<file path="config.mk">
export PLATFORM = sky130hd
export DESIGN_NAME = ppb_top
export DESIGN_NICKNAME = d
export VERILOG_FILES = /design/src/ppb_pkg.sv /design/src/ppb_top.sv /design/src/ppb_fifo.sv /design/src/ppb_dav.sv
export VERILOG_INCLUDE_DIRS = /design/src
export SDC_FILE = /design/constraint.sdc
export NUM_CORES = 2
export LEC_CHECK = 0
export BUFFER_PORTS_ARGS = -buffer_cell sky130_fd_sc_hd__buf_2
export CELL_PAD_IN_SITES_DETAIL_PLACEMENT = 0
export CELL_PAD_IN_SITES_GLOBAL_PLACEMENT = 1
export CORE_MARGIN = 5
export CORE_UTILIZATION = 53
export DETAILED_ROUTE_END_ITERATION = 7
export PLACE_DENSITY = 0.9
export SYNTH_ARGS = -nofsm -noshare
export SYNTH_HDL_FRONTEND = slang
export SYNTH_SLANG_ARGS = --single-unit
</file>
<file path="constraint.sdc">
create_clock -name CLK_SYS_IN -period 37.1 [get_ports CLK_SYS_IN]
set_input_delay 3.71 -clock CLK_SYS_IN [delete_from_list [all_inputs] [get_ports CLK_SYS_IN]]
set_output_delay 3.71 -clock CLK_SYS_IN [all_outputs]
set_load 0.1 [all_outputs]
</file>
<file path="src/ppb_regs.svh">
// Register offsets, field positions, reset values and sizes of the packet bridge
`ifndef PPB_REGS_SVH
`define PPB_REGS_SVH
`define PPB_AW 6
`define PPB_OFS_CTRL 6'h00
`define PPB_OFS_BASE 6'h04
`define PPB_OFS_THR 6'h08
`define PPB_OFS_STAT 6'h0C
`define PPB_CTRL_W 4
`define PPB_CTRL_MODE_LSB 0
`define PPB_CTRL_MODE_MSB 1
`define PPB_CTRL_L2_BIT 2
`define PPB_CTRL_B8_BIT 3
`define PPB_CTRL_RST 4'h0
`define PPB_BASE_RST 8'h00
`define PPB_THR_RST 32'h0002_0C08
`define PPB_THR_FULL_LSB 0
`define PPB_THR_BURST_LSB 8
`define PPB_THR_EMPTY_LSB 16
`define PPB_THR_SBURST_LSB 24
`define PPB_DEPTH 16
`define PPB_PTR_W 4
`define PPB_LVL_W 5
`define PPB_NCH 8'h01
`define PPB_RESP_OKAY 2'h0
`define PPB_RESP_SLVERR 2'h2
`endif

</file>
<file path="src/ppb_pkg.sv">
// Types shared by the packet bridge modules
package ppb_pkg;
    // Word width is the wider of link and streaming widths
    localparam int PPB_LINK_W = 32;
    localparam int PPB_STRM_W = 32;
    localparam int PPB_FIFO_W = (PPB_LINK_W > PPB_STRM_W) ? PPB_LINK_W : PPB_STRM_W; // RULE4
    typedef enum logic [1:0] {
        PPB_PA_DIRECT = 2'h0,
        PPB_PA_POLL = 2'h1,
        PPB_PA_POLL_NOSTPA = 2'h3,
        PPB_PA_NOADDR = 2'h2
    } ppb_pa_mode_t;
    typedef struct packed {
        logic sop;
        logic eop;
        logic err;
        logic [1:0] mty;
        logic [PPB_FIFO_W-1:0] dat;
    } ppb_word_t;
    typedef struct packed {
        logic tfclk;
        logic enb_n;
        logic sx;
        logic sop;
        logic eop;
        logic err;
        logic prty;
        logic [1:0] mod;
        logic [7:0] adr;
        logic [PPB_LINK_W-1:0] dat;
    } ppb_pins_t;
endpackage

</file>
<file path="src/ppb_top.sv">
// Level 3 transmit PHY sink bridged to a streaming slave source, AXI4-Lite control
// Summary of operation
// RULE1: A streaming master sink reads while our data-available is high; no burst limits.
// RULE2: Slave sink flag high below full threshold, hysteresis up to burst threshold.
// RULE3: Slave source flag high above empty threshold, held high down to burst.
// RULE4: Buffer word width equals the wider of link and streaming widths.
// RULE5: Each buffer word carries at most one packet.
// RULE6: Streaming side is always direct, with no channel addressing.
// RULE7: Level 3 multi-channel direct uses one transmit available pin per channel.
// RULE8: Level 3 polled uses address, polled and selected flags; option drops selected.
// RULE9: Single-channel direct uses start-of-transfer; no-addressing variant omits it.
// RULE10: Level 2 direct uses one available pin per channel each direction.
// RULE11: Level 2 polled uses address plus polled and selected flags; option drops selected.
// RULE12: Base address matching only in level 2; range base to base plus count.
// RULE13: Start-of-transfer emitters vary; sinks accept every pattern.
// RULE14: Resets assert asynchronously, release synchronously to their own clock.
// RULE15: Resets are not per channel; all channels reset together.
// RULE16: PHY build takes link-to-PHY signals in, drives PHY-to-link out.
// RULE17: Transmit transfers follow the transmit clock, at most 104 MHz.
// RULE18: Data big-endian on 32 bits, valid with write enable; 8-bit uses low lane.
// RULE19: Link marks first and last transfer with start and end markers.
// RULE20: Error flag comes only with end marker and aborts the packet.
// RULE21: Parity over data checked while enabled; errors reported, data untouched.
// RULE22: Modulo zero except on last word; codes give valid upper bytes.
// RULE23: Data processed with enable low; start-of-transfer address when high.
// RULE24: Even or odd parity chosen at build time for the whole bus.
//
// Local design decisions: the AXI4-Lite interface to the registers and the register addresses.
`timescale 1ns/100ps
`default_nettype none
`include "ppb_regs.svh"
module ppb_top
    import ppb_pkg::*;
#(
    parameter logic PAR_ODD = 1'b0
) (
    input wire logic CLK_SYS_IN,
    input wire logic RSTN_IN,
    input wire logic CE_IN,
    input wire logic AXI_AWVALID_IN,
    output logic AXI_AWREADY_OUT,
    input wire logic [`PPB_AW-1:0] AXI_AWADDR_IN,
    input wire logic AXI_WVALID_IN,
    output logic AXI_WREADY_OUT,
    input wire logic [31:0] AXI_WDATA_IN,
    input wire logic [3:0] AXI_WSTRB_IN,
    output logic AXI_BVALID_OUT,
    input wire logic AXI_BREADY_IN,
    output logic [1:0] AXI_BRESP_OUT,
    input wire logic AXI_ARVALID_IN,
    output logic AXI_ARREADY_OUT,
    input wire logic [`PPB_AW-1:0] AXI_ARADDR_IN,
    output logic AXI_RVALID_OUT,
    input wire logic AXI_RREADY_IN,
    output logic [31:0] AXI_RDATA_OUT,
    output logic [1:0] AXI_RRESP_OUT,
    input wire logic TFCLK_IN,
    input wire logic TX_ENB_N_IN,
    input wire logic TX_SX_IN,
    input wire logic TX_SOP_IN,
    input wire logic TX_EOP_IN,
    input wire logic TX_ERR_IN,
    input wire logic TX_PRTY_IN,
    input wire logic [1:0] TX_MOD_IN,
    input wire logic [7:0] TX_ADR_IN,
    input wire logic [31:0] TX_DAT_IN,
    output logic TX_DPA_OUT,
    output logic TX_PPA_OUT,
    output logic TX_SPA_OUT,
    input wire logic SRC_ENA_IN,
    output logic SRC_DAV_OUT,
    output logic SRC_VAL_OUT,
    output logic SRC_SOP_OUT,
    output logic SRC_EOP_OUT,
    output logic SRC_ERR_OUT,
    output logic [1:0] SRC_MTY_OUT,
    output logic [31:0] SRC_DAT_OUT
);
    // =====================================================================
    // State
    typedef struct packed {
        ppb_pins_t meta;
        ppb_pins_t sync;
        logic clk_prev;
        logic [`PPB_CTRL_W-1:0] ctrl;
        logic [7:0] base;
        logic [31:0] thr;
        logic [7:0] perr;
        logic [7:0] abort;
        logic [7:0] sel;
        logic [7:0] poll;
        logic [31:0] acc;
        logic [1:0] cnt;
        logic acc_sop;
        logic dpa;
        logic ppa;
        logic spa;
        ppb_word_t out;
        logic val;
        logic awrdy;
        logic wrdy;
        logic aw_ok;
        logic w_ok;
        logic [`PPB_AW-1:0] awaddr;
        logic [31:0] wdata;
        logic [3:0] wstrb;
        logic bvalid;
        logic [1:0] bresp;
        logic arrdy;
        logic rvalid;
        logic [1:0] rresp;
        logic [31:0] rdata;
    } ppb_top_s_t;
    ppb_top_s_t s_q;
    ppb_top_s_t s_d;
    logic [1:0] rsync_q;
    logic rst_n;
    ppb_pins_t pins;
    ppb_pa_mode_t mode;
    logic level2;
    logic bus8;
    logic fe;
    logic push;
    logic pop;
    logic perr_hit;
    logic sx_hit;
    logic [1:0] c;
    logic [31:0] acc_n;
    ppb_word_t pword;
    ppb_word_t rword;
    logic [`PPB_LVL_W-1:0] level;
    logic eop_any;
    logic tx_pa;

    // =====================================================================
    // Reset release
    // Release is retimed here so the link side need not be in our domain
    always_ff @(posedge CLK_SYS_IN or negedge RSTN_IN) begin
        if (!RSTN_IN) begin
            rsync_q <= 2'h0;
        end else if (CE_IN) begin
            rsync_q <= {rsync_q[0], 1'b1}; // RULE14
        end
    end
    assign rst_n = rsync_q[1];

    // =====================================================================
    // Helpers
    assign pins = '{tfclk: TFCLK_IN, enb_n: TX_ENB_N_IN, sx: TX_SX_IN, sop: TX_SOP_IN,
                    eop: TX_EOP_IN, err: TX_ERR_IN, prty: TX_PRTY_IN, mod: TX_MOD_IN,
                    adr: TX_ADR_IN, dat: TX_DAT_IN}; // RULE16
    assign mode = ppb_pa_mode_t'(s_q.ctrl[`PPB_CTRL_MODE_MSB:`PPB_CTRL_MODE_LSB]);
    assign level2 = s_q.ctrl[`PPB_CTRL_L2_BIT];
    assign bus8 = s_q.ctrl[`PPB_CTRL_B8_BIT];
    // Sampled mid-period so link data is stable after its rising edge
    assign fe = s_q.clk_prev && !s_q.sync.tfclk; // RULE17

    function automatic logic addr_ok(input logic [7:0] a, input logic l2, input logic [7:0] b);
        logic [7:0] lo;
        lo = l2 ? b : 8'h00; // RULE12
        addr_ok = (a >= lo) && (a < lo + `PPB_NCH);
    endfunction

    function automatic logic [31:0] merge(input logic [31:0] o, input logic [31:0] n,
                                          input logic [3:0] st);
        merge = o;
        for (int i = 0; i < 4; i++) begin
            if (st[i]) begin
                merge[i*8 +: 8] = n[i*8 +: 8];
            end
        end
    endfunction

    // =====================================================================
    // Next state
    always_comb begin
        s_d = s_q;
        push = 1'b0;
        pword = '0;
        perr_hit = 1'b0;
        sx_hit = 1'b0;
        c = s_q.sync.sop ? 2'h0 : s_q.cnt;
        acc_n = s_q.sync.sop ? 32'h0000_0000 : s_q.acc;
        pop = SRC_ENA_IN && (level != '0);
        s_d.meta = pins;
        s_d.sync = s_q.meta;
        s_d.clk_prev = s_q.sync.tfclk;

        // Register write, placed first so hardware events win over clears
        if (AXI_AWVALID_IN && s_q.awrdy) begin
            s_d.aw_ok = 1'b1;
            s_d.awrdy = 1'b0;
            s_d.awaddr = AXI_AWADDR_IN;
        end
        if (AXI_WVALID_IN && s_q.wrdy) begin
            s_d.w_ok = 1'b1;
            s_d.wrdy = 1'b0;
            s_d.wdata = AXI_WDATA_IN;
            s_d.wstrb = AXI_WSTRB_IN;
        end
        if (s_q.aw_ok && s_q.w_ok) begin
            s_d.aw_ok = 1'b0;
            s_d.w_ok = 1'b0;
            s_d.bvalid = 1'b1;
            s_d.bresp = `PPB_RESP_OKAY;
            case (s_q.awaddr)
                `PPB_OFS_CTRL: begin
                    s_d.ctrl = `PPB_CTRL_W'(merge({28'h0, s_q.ctrl}, s_q.wdata, s_q.wstrb));
                end
                `PPB_OFS_BASE: begin
                    s_d.base = 8'(merge({24'h0, s_q.base}, s_q.wdata, s_q.wstrb));
                end
                `PPB_OFS_THR: begin
                    s_d.thr = merge(s_q.thr, s_q.wdata, s_q.wstrb);
                end
                `PPB_OFS_STAT: begin
                    s_d.perr = 8'h00;
                    s_d.abort = 8'h00;
                end
                default: begin
                    s_d.bresp = `PPB_RESP_SLVERR;
                end
            endcase
        end
        if (s_q.bvalid && AXI_BREADY_IN) begin
            s_d.bvalid = 1'b0;
            s_d.awrdy = 1'b1;
            s_d.wrdy = 1'b1;
        end

        // Register read
        if (AXI_ARVALID_IN && s_q.arrdy) begin
            s_d.arrdy = 1'b0;
            s_d.rvalid = 1'b1;
            s_d.rresp = `PPB_RESP_OKAY;
            case (AXI_ARADDR_IN)
                `PPB_OFS_CTRL: s_d.rdata = {28'h0, s_q.ctrl};
                `PPB_OFS_BASE: s_d.rdata = {24'h0, s_q.base};
                `PPB_OFS_THR: s_d.rdata = s_q.thr;
                `PPB_OFS_STAT: s_d.rdata = {s_q.sel, s_q.abort, s_q.perr, 3'h0, level};
                default: begin
                    s_d.rdata = 32'h0000_0000;
                    s_d.rresp = `PPB_RESP_SLVERR;
                end
            endcase
        end
        if (s_q.rvalid && AXI_RREADY_IN) begin
            s_d.rvalid = 1'b0;
            s_d.arrdy = 1'b1;
        end

        // Link sink, one decision per transmit clock period
        if (fe) begin
            s_d.poll = s_q.sync.adr;
            if (!s_q.sync.enb_n) begin
                // Checked only; the word goes on unchanged
                if ((^{s_q.sync.dat, s_q.sync.prty}) != PAR_ODD) begin // RULE24
                    perr_hit = 1'b1; // RULE21
                end
                if (s_q.sync.err && s_q.sync.eop && s_d.abort != 8'hFF) begin
                    s_d.abort = s_d.abort + 8'h01; // RULE20
                end
                if (mode == PPB_PA_NOADDR || addr_ok(s_q.sel, level2, s_q.base)) begin // RULE23
                    if (!bus8) begin
                        push = 1'b1; // RULE18
                        pword.sop = s_q.sync.sop; // RULE19
                        pword.eop = s_q.sync.eop;
                        pword.err = s_q.sync.err && s_q.sync.eop; // RULE20
                        pword.mty = s_q.sync.eop ? s_q.sync.mod : 2'h0; // RULE22
                        pword.dat = s_q.sync.dat;
                    end else begin
                        // Narrow link packs bytes big-endian into one word
                        acc_n[{2'(2'h3 - c), 3'h0} +: 8] = s_q.sync.dat[7:0]; // RULE18
                        if (c == 2'h0) begin
                            s_d.acc_sop = s_q.sync.sop;
                        end
                        if (s_q.sync.eop || c == 2'h3) begin
                            push = 1'b1;
                            pword.sop = (c == 2'h0) ? s_q.sync.sop : s_q.acc_sop;
                            pword.eop = s_q.sync.eop;
                            pword.err = s_q.sync.err && s_q.sync.eop; // RULE20
                            pword.mty = s_q.sync.eop ? 2'(2'h3 - c) : 2'h0; // RULE22
                            pword.dat = acc_n;
                            s_d.cnt = 2'h0;
                        end else begin
                            s_d.cnt = c + 2'h1;
                        end
                        s_d.acc = acc_n;
                    end
                end
            end else if (s_q.sync.sx && mode != PPB_PA_NOADDR) begin
                // Any start-of-transfer pattern is taken as it comes
                sx_hit = 1'b1; // RULE13
                s_d.sel = s_q.sync.dat[7:0]; // RULE9
            end
        end
        if (perr_hit && s_d.perr != 8'hFF) begin
            s_d.perr = s_d.perr + 8'h01; // RULE21
        end

        // Packet-available pins for the single transmit channel
        unique case (mode)
            PPB_PA_DIRECT, PPB_PA_NOADDR: begin
                s_d.dpa = tx_pa; // RULE7 RULE10
                s_d.ppa = 1'b0;
                s_d.spa = 1'b0;
            end
            PPB_PA_POLL: begin
                s_d.dpa = 1'b0;
                s_d.ppa = tx_pa && addr_ok(s_q.poll, level2, s_q.base); // RULE8 RULE11
                s_d.spa = tx_pa && addr_ok(s_q.sel, level2, s_q.base); // RULE8 RULE11
            end
            PPB_PA_POLL_NOSTPA: begin
                s_d.dpa = 1'b0;
                s_d.ppa = tx_pa && addr_ok(s_q.poll, level2, s_q.base); // RULE8 RULE11
                s_d.spa = 1'b0;
            end
        endcase

        // Streaming slave source: direct, no channel address
        s_d.val = pop; // RULE6
        if (pop) begin
            s_d.out = rword; // RULE1
        end
    end

    always_ff @(posedge CLK_SYS_IN or negedge rst_n) begin
        if (!rst_n) begin
            s_q <= '0;
            s_q.ctrl <= `PPB_CTRL_RST;
            s_q.base <= `PPB_BASE_RST;
            s_q.thr <= `PPB_THR_RST;
            s_q.awrdy <= 1'b1;
            s_q.wrdy <= 1'b1;
            s_q.arrdy <= 1'b1;
        end else if (CE_IN) begin
            s_q <= s_d;
        end
    end

    // =====================================================================
    // Buffer and flow flags
    ppb_fifo u_fifo (
        .clk_in(CLK_SYS_IN),
        .rst_n_in(rst_n),
        .ce_in(CE_IN),
        .push_in(push),
        .word_in(pword),
        .pop_in(pop),
        .word_out(rword),
        .level_out(level),
        .eop_any_out(eop_any)
    );

    ppb_dav u_tx_pa (
        .clk_in(CLK_SYS_IN),
        .rst_n_in(rst_n),
        .ce_in(CE_IN),
        .sink_in(1'b1),
        .level_in(level),
        .hi_in(s_q.thr[`PPB_THR_BURST_LSB +: `PPB_LVL_W]),
        .lo_in(s_q.thr[`PPB_THR_FULL_LSB +: `PPB_LVL_W]),
        .force_in(1'b0),
        .dav_out(tx_pa)
    );

    ppb_dav u_src_dav (
        .clk_in(CLK_SYS_IN),
        .rst_n_in(rst_n),
        .ce_in(CE_IN),
        .sink_in(1'b0),
        .level_in(level),
        .hi_in(s_q.thr[`PPB_THR_EMPTY_LSB +: `PPB_LVL_W]),
        .lo_in(s_q.thr[`PPB_THR_SBURST_LSB +: `PPB_LVL_W]),
        .force_in(eop_any),
        .dav_out(SRC_DAV_OUT)
    );

    // =====================================================================
    // Outputs
    assign AXI_AWREADY_OUT = s_q.awrdy;
    assign AXI_WREADY_OUT = s_q.wrdy;
    assign AXI_BVALID_OUT = s_q.bvalid;
    assign AXI_BRESP_OUT = s_q.bresp;
    assign AXI_ARREADY_OUT = s_q.arrdy;
    assign AXI_RVALID_OUT = s_q.rvalid;
    assign AXI_RDATA_OUT = s_q.rdata;
    assign AXI_RRESP_OUT = s_q.rresp;
    assign TX_DPA_OUT = s_q.dpa;
    assign TX_PPA_OUT = s_q.ppa;
    assign TX_SPA_OUT = s_q.spa;
    assign SRC_VAL_OUT = s_q.val;
    assign SRC_SOP_OUT = s_q.out.sop;
    assign SRC_EOP_OUT = s_q.out.eop;
    assign SRC_ERR_OUT = s_q.out.err;
    assign SRC_MTY_OUT = s_q.out.mty;
    assign SRC_DAT_OUT = s_q.out.dat;
endmodule
`default_nettype wire

</file>
<file path="src/ppb_fifo.sv">
// Flip-flop packet word buffer, one packet at most per word
`timescale 1ns/100ps
`default_nettype none
`include "ppb_regs.svh"
module ppb_fifo
    import ppb_pkg::*;
(
    input wire logic clk_in,
    input wire logic rst_n_in,
    input wire logic ce_in,
    input wire logic push_in,
    input wire ppb_word_t word_in,
    input wire logic pop_in,
    output ppb_word_t word_out,
    output logic [`PPB_LVL_W-1:0] level_out,
    output logic eop_any_out
);
    typedef struct packed {
        ppb_word_t [`PPB_DEPTH-1:0] mem;
        logic [`PPB_PTR_W-1:0] wp;
        logic [`PPB_PTR_W-1:0] rp;
        logic [`PPB_LVL_W-1:0] lvl;
        logic [`PPB_LVL_W-1:0] neop;
    } ppb_fifo_s_t;
    ppb_fifo_s_t s_q;
    ppb_fifo_s_t s_d;
    logic wr;
    logic rd;

    always_comb begin
        s_d = s_q;
        wr = push_in && (s_q.lvl != 5'(`PPB_DEPTH));
        rd = pop_in && (s_q.lvl != '0);
        // Each pushed word is a whole entry, short packets waste the rest
        if (wr) begin
            s_d.mem[s_q.wp] = word_in; // RULE5
            s_d.wp = s_q.wp + 4'h1;
        end
        if (rd) begin
            s_d.rp = s_q.rp + 4'h1;
        end
        s_d.lvl = s_q.lvl + 5'(wr) - 5'(rd);
        s_d.neop = s_q.neop + 5'(wr && word_in.eop) - 5'(rd && s_q.mem[s_q.rp].eop);
    end

    always_ff @(posedge clk_in or negedge rst_n_in) begin
        if (!rst_n_in) begin
            s_q <= '0;
        end else if (ce_in) begin
            s_q <= s_d;
        end
    end

    assign word_out = s_q.mem[s_q.rp];
    assign level_out = s_q.lvl;
    assign eop_any_out = (s_q.neop != '0);
endmodule
`default_nettype wire

</file>
<file path="src/ppb_dav.sv">
// Data-available flag with fill-level hysteresis for sink or source role
`timescale 1ns/100ps
`default_nettype none
`include "ppb_regs.svh"
module ppb_dav (
    input wire logic clk_in,
    input wire logic rst_n_in,
    input wire logic ce_in,
    input wire logic sink_in,
    input wire logic [`PPB_LVL_W-1:0] level_in,
    input wire logic [`PPB_LVL_W-1:0] hi_in,
    input wire logic [`PPB_LVL_W-1:0] lo_in,
    input wire logic force_in,
    output logic dav_out
);
    typedef struct packed {
        logic dav;
    } ppb_dav_s_t;
    ppb_dav_s_t s_q;
    ppb_dav_s_t s_d;

    always_comb begin
        s_d = s_q;
        if (sink_in) begin
            if (s_q.dav && level_in >= hi_in) begin
                s_d.dav = 1'b0; // RULE2
            end else if (!s_q.dav && level_in < lo_in) begin
                s_d.dav = 1'b1; // RULE2
            end
        end else begin
            // A stored packet end counts as data even below threshold
            if (level_in > hi_in || force_in) begin
                s_d.dav = 1'b1; // RULE3
            end else if (level_in <= lo_in) begin
                s_d.dav = 1'b0; // RULE3
            end
        end
    end

    always_ff @(posedge clk_in or negedge rst_n_in) begin
        if (!rst_n_in) begin
            s_q <= '0;
        end else if (ce_in) begin
            s_q <= s_d;
        end
    end

    assign dav_out = s_q.dav;
endmodule
`default_nettype wire

</file>
==> impl_metrics.json <==
{
  "vias_per_cell": 6.05,
  "dr.first_iter.drc_count": 1990,
  "clock-sinks": 948,
  "post_dp_cell_area_mm2": 0.0461,
  "finalHoldViolCount": 0,
  "setup_viol": 0,
  "peakVddDrop_mv": 0.0512,
  "cap_violations": 0,
  "synth_ff_type": "dfrtp_1",
  "pwr-share-comb_pct": 20.0,
  "drt-pass1-iter-count": 5,
  "cts_resized": 0,
  "cp.required_ns": 37.61,
  "synth_top_area_share_pct": 52.1,
  "yosysTopAreaCell": "dfrtp_1",
  "area_growth_pct": 9.60,
  "synth_cell_type_count": 75,
  "final_common_cell": "dfrtp_1",
  "yosys_warnings": 0,
  "rsz0062_at_grt": "no",
  "startpoint_type": "primary input",
  "power.switching_mw": 0.852,
  "dp_hpwl_um": 65700,
  "clock_latency_ns": 0.69,
  "crit_fanout": 73,
  "overflow": 0,
  "portBuffers": 186,
  "swShare_pct": 30.5,
  "grt_max_degree": 194,
  "maxSlewViolCount": 0,
  "wl_per_cell_um": 24.7,
  "hold_buffers": 0,
  "power.share.sequential_pct": 43.7,
  "max_clock_freq_mhz": 152,
  "grt.total_usage_pct": 23.4,
  "cts_root_buffer": "clkbuf_16",
  "fillCellCount": 6438,
  "num_io_pins": 189,
  "arrival_ns": 7.09,
  "rrSetupSlack_ns": 31.86,
  "clkPwrFrac_pct": 36.4,
  "avgSynthCellArea_um2": 14.8,
  "std_cell_rows": 107,
  "skew_ns": 0.0642,
  "cts_max_path_buffers": 3,
  "synth_async_sr_flop_share_pct": 100,
  "worst_slew_pin_slew_ns": 1.26,
  "die-height_um": 302,
  "synth_area_mm2": 0.0452,
  "power.leakage_nw": 24.2,
  "min_period_ns": 6.58,
  "min_period_over_period_pct": 17.7,
  "tns_ns": 0,
  "synth_edf_count": 0,
  "tritoncts": "yes",
  "start_util_pct": 53.2,
  "power_density_mw_per_mm2": 56.4,
  "path_clk_slew_ns": 0.06,
  "layout_common_cells": "936 x dfrtp_1, 578 x mux2_2, 210 x mux2_4",
  "cp-end-kind": "flip-flop",
  "ys_top_cells_by_area": "dfrtp_1 52%, mux2_2 14%, mux4_2 9.4%, mux2_4 7.0%, ha_1 2.0%",
  "yosysSeqAreaShare_pct": 52.5,
  "crit_type": "primary input to flip-flop",
  "drtAntennaViolNets": 0,
  "layout-drive-gt1-share_pct": 45.0,
  "routabilityCongestion": 0.846,
  "antenna_found_initial": 8,
  "die_x_um": 302,
  "vias": 25979,
  "p_int_mw": 1.94,
  "ys_seq_elements": 948,
  "cts_setup_buffers": 0,
  "die_area_mm2": 0.0912,
  "grt_pass1_wl_um": 168000,
  "outcome": "complete, no violations",
  "drcViolationCount": 0,
  "final_cell_area_mm2": 0.0495,
  "htreeDepth": 3,
  "core_mm2": 0.0849,
  "grt_pass1_vias": 28503,
  "fin_nets": 3252,
  "cts_buffers": 98,
  "drt_wl_total_um": 106000,
  "relSlewSlack_pct": 15.6,
  "hp-class": "flip-flop to flip-flop",
  "synthCells": 3053
}
==> layer usage <==
| layer | vias up | wire [um] | global-route usage (%) |
|---|---|---|---|
| met5 | - | 20 | 0 |
| met4 | 2 | 2670 | 6.46 |
| met3 | 180 | 5380 | 3.72 |
| met2 | 753 | 53100 | 39.3 |
| met1 | 13928 | 44700 | 32.1 |
| li1 | 11116 | - | - |
==> cell usage after synthesis (all sizes together), types with 3 or more instances <==
cell / count
a31oi: 4
nand2: 123
o21a: 9
mux2i: 4
a21oi: 21
dfrtp: 941
or3: 6
o21ai: 79
a32o: 9
nor2b: 21
buf: 178
nor4: 4
nand3: 23
clkbuf: 127
a22o: 31
nand4: 25
o22ai: 25
xnor2: 45
dfstp: 7
a22oi: 58
and3: 31
mux2: 807
inv: 75
mux4: 189
nor3b: 6
nand2b: 9
a21o: 11
xor2: 13
nor2: 41
ha: 73
and2: 7
nor4b: 3
nor3: 17
o2111ai: 3
==> path summary, 6_finish.rpt <==
path | from | endpoint | cells past startpoint
max | CE_IN | u_fifo.s_q[304] | 5
min | AXI_RDATA_OUT[13] | AXI_RDATA_OUT[13] | 2
max reg2reg | level2 | u_fifo.s_q[4] | 22
min reg2reg | AXI_RDATA_OUT[13] | AXI_RDATA_OUT[13] | 2
max in group asynchronous | rsync_q[1] | u_fifo.s_q[10] | 3
min in group asynchronous | rsync_q[1] | s_q[167] | 0
==> metrics by stage <==
step	worst slack (ns)	hold slack, ns	cells	utilization, %	total power [mW]
6_report	30.52	0.474	4296	58.3	2.79
5_1_grt	30.43	0.486	4293	58.3	2.91
4_1_cts	30.62	0.475	4293	58.3	2.81
3_5_place_dp	29.97	0.458	4115	54.3	1.80
3_3_place_gp	30.04	0.443	4115	54.3	1.77
2_1_floorplan	8.71	0.431	3054	-	1.64
==> flip-flops by register name, summed over array words and instances, names as in the netlist, 2 cells and up <==
signal / cells
u_fifo.s_q: 605
s_q: 200
s_d: 50
AXI_RDATA_OUT: 32
SRC_DAT_OUT: 32
u_fifo.level_out: 5
SRC_MTY_OUT: 2
mode: 2
rsync_q: 2
==> worst max-delay path, stage by stage <==
cell,delay [ns]
buf_6,0.44
nand2_1,0.22
nor2_4,0.82
nand4_4,1.12
mux2_4,0.67
==> layout make-up <==
class	instances	area (um2)	area share [%]
sequential	948	23700	48.0
multi-input combinational	1726	19400	39.2
clock buffer	135	2830	5.72
tap	1144	1430	2.89
timing repair buffer	222	1260	2.54
clock inverter	43	562	1.13
inverter	75	282	0.569
antenna	3	7.51	0.0152
==> logic make-up (layout without fill, tap and decap cells) <==
family,after synthesis,in the layout,synth area share (%)
AO/OA/AOI/OAI,267,267,4.03
XOR/XNOR,59,59,1.21
adder cells (fa/ha/maj),75,75,2.11
buffers and inverters,380,475,4.58
flip-flops,948,948,52.5
multiplexers,1000,1000,31.4
other,1,5,0.00830
AND/OR/NAND/NOR,323,323,4.16
==> power groups by stage <==
stage	Clock, mW	Sequential, mW	Combinational, mW
after global placement	0	1.23	0.541
after global routing	1.07	1.23	0.604
after CTS	1.03	1.22	0.564
after detailed placement	0	1.24	0.559
final	1.02	1.22	0.557
after floorplan	0	1.19	0.449
Power figures use the tool's default switching activity.
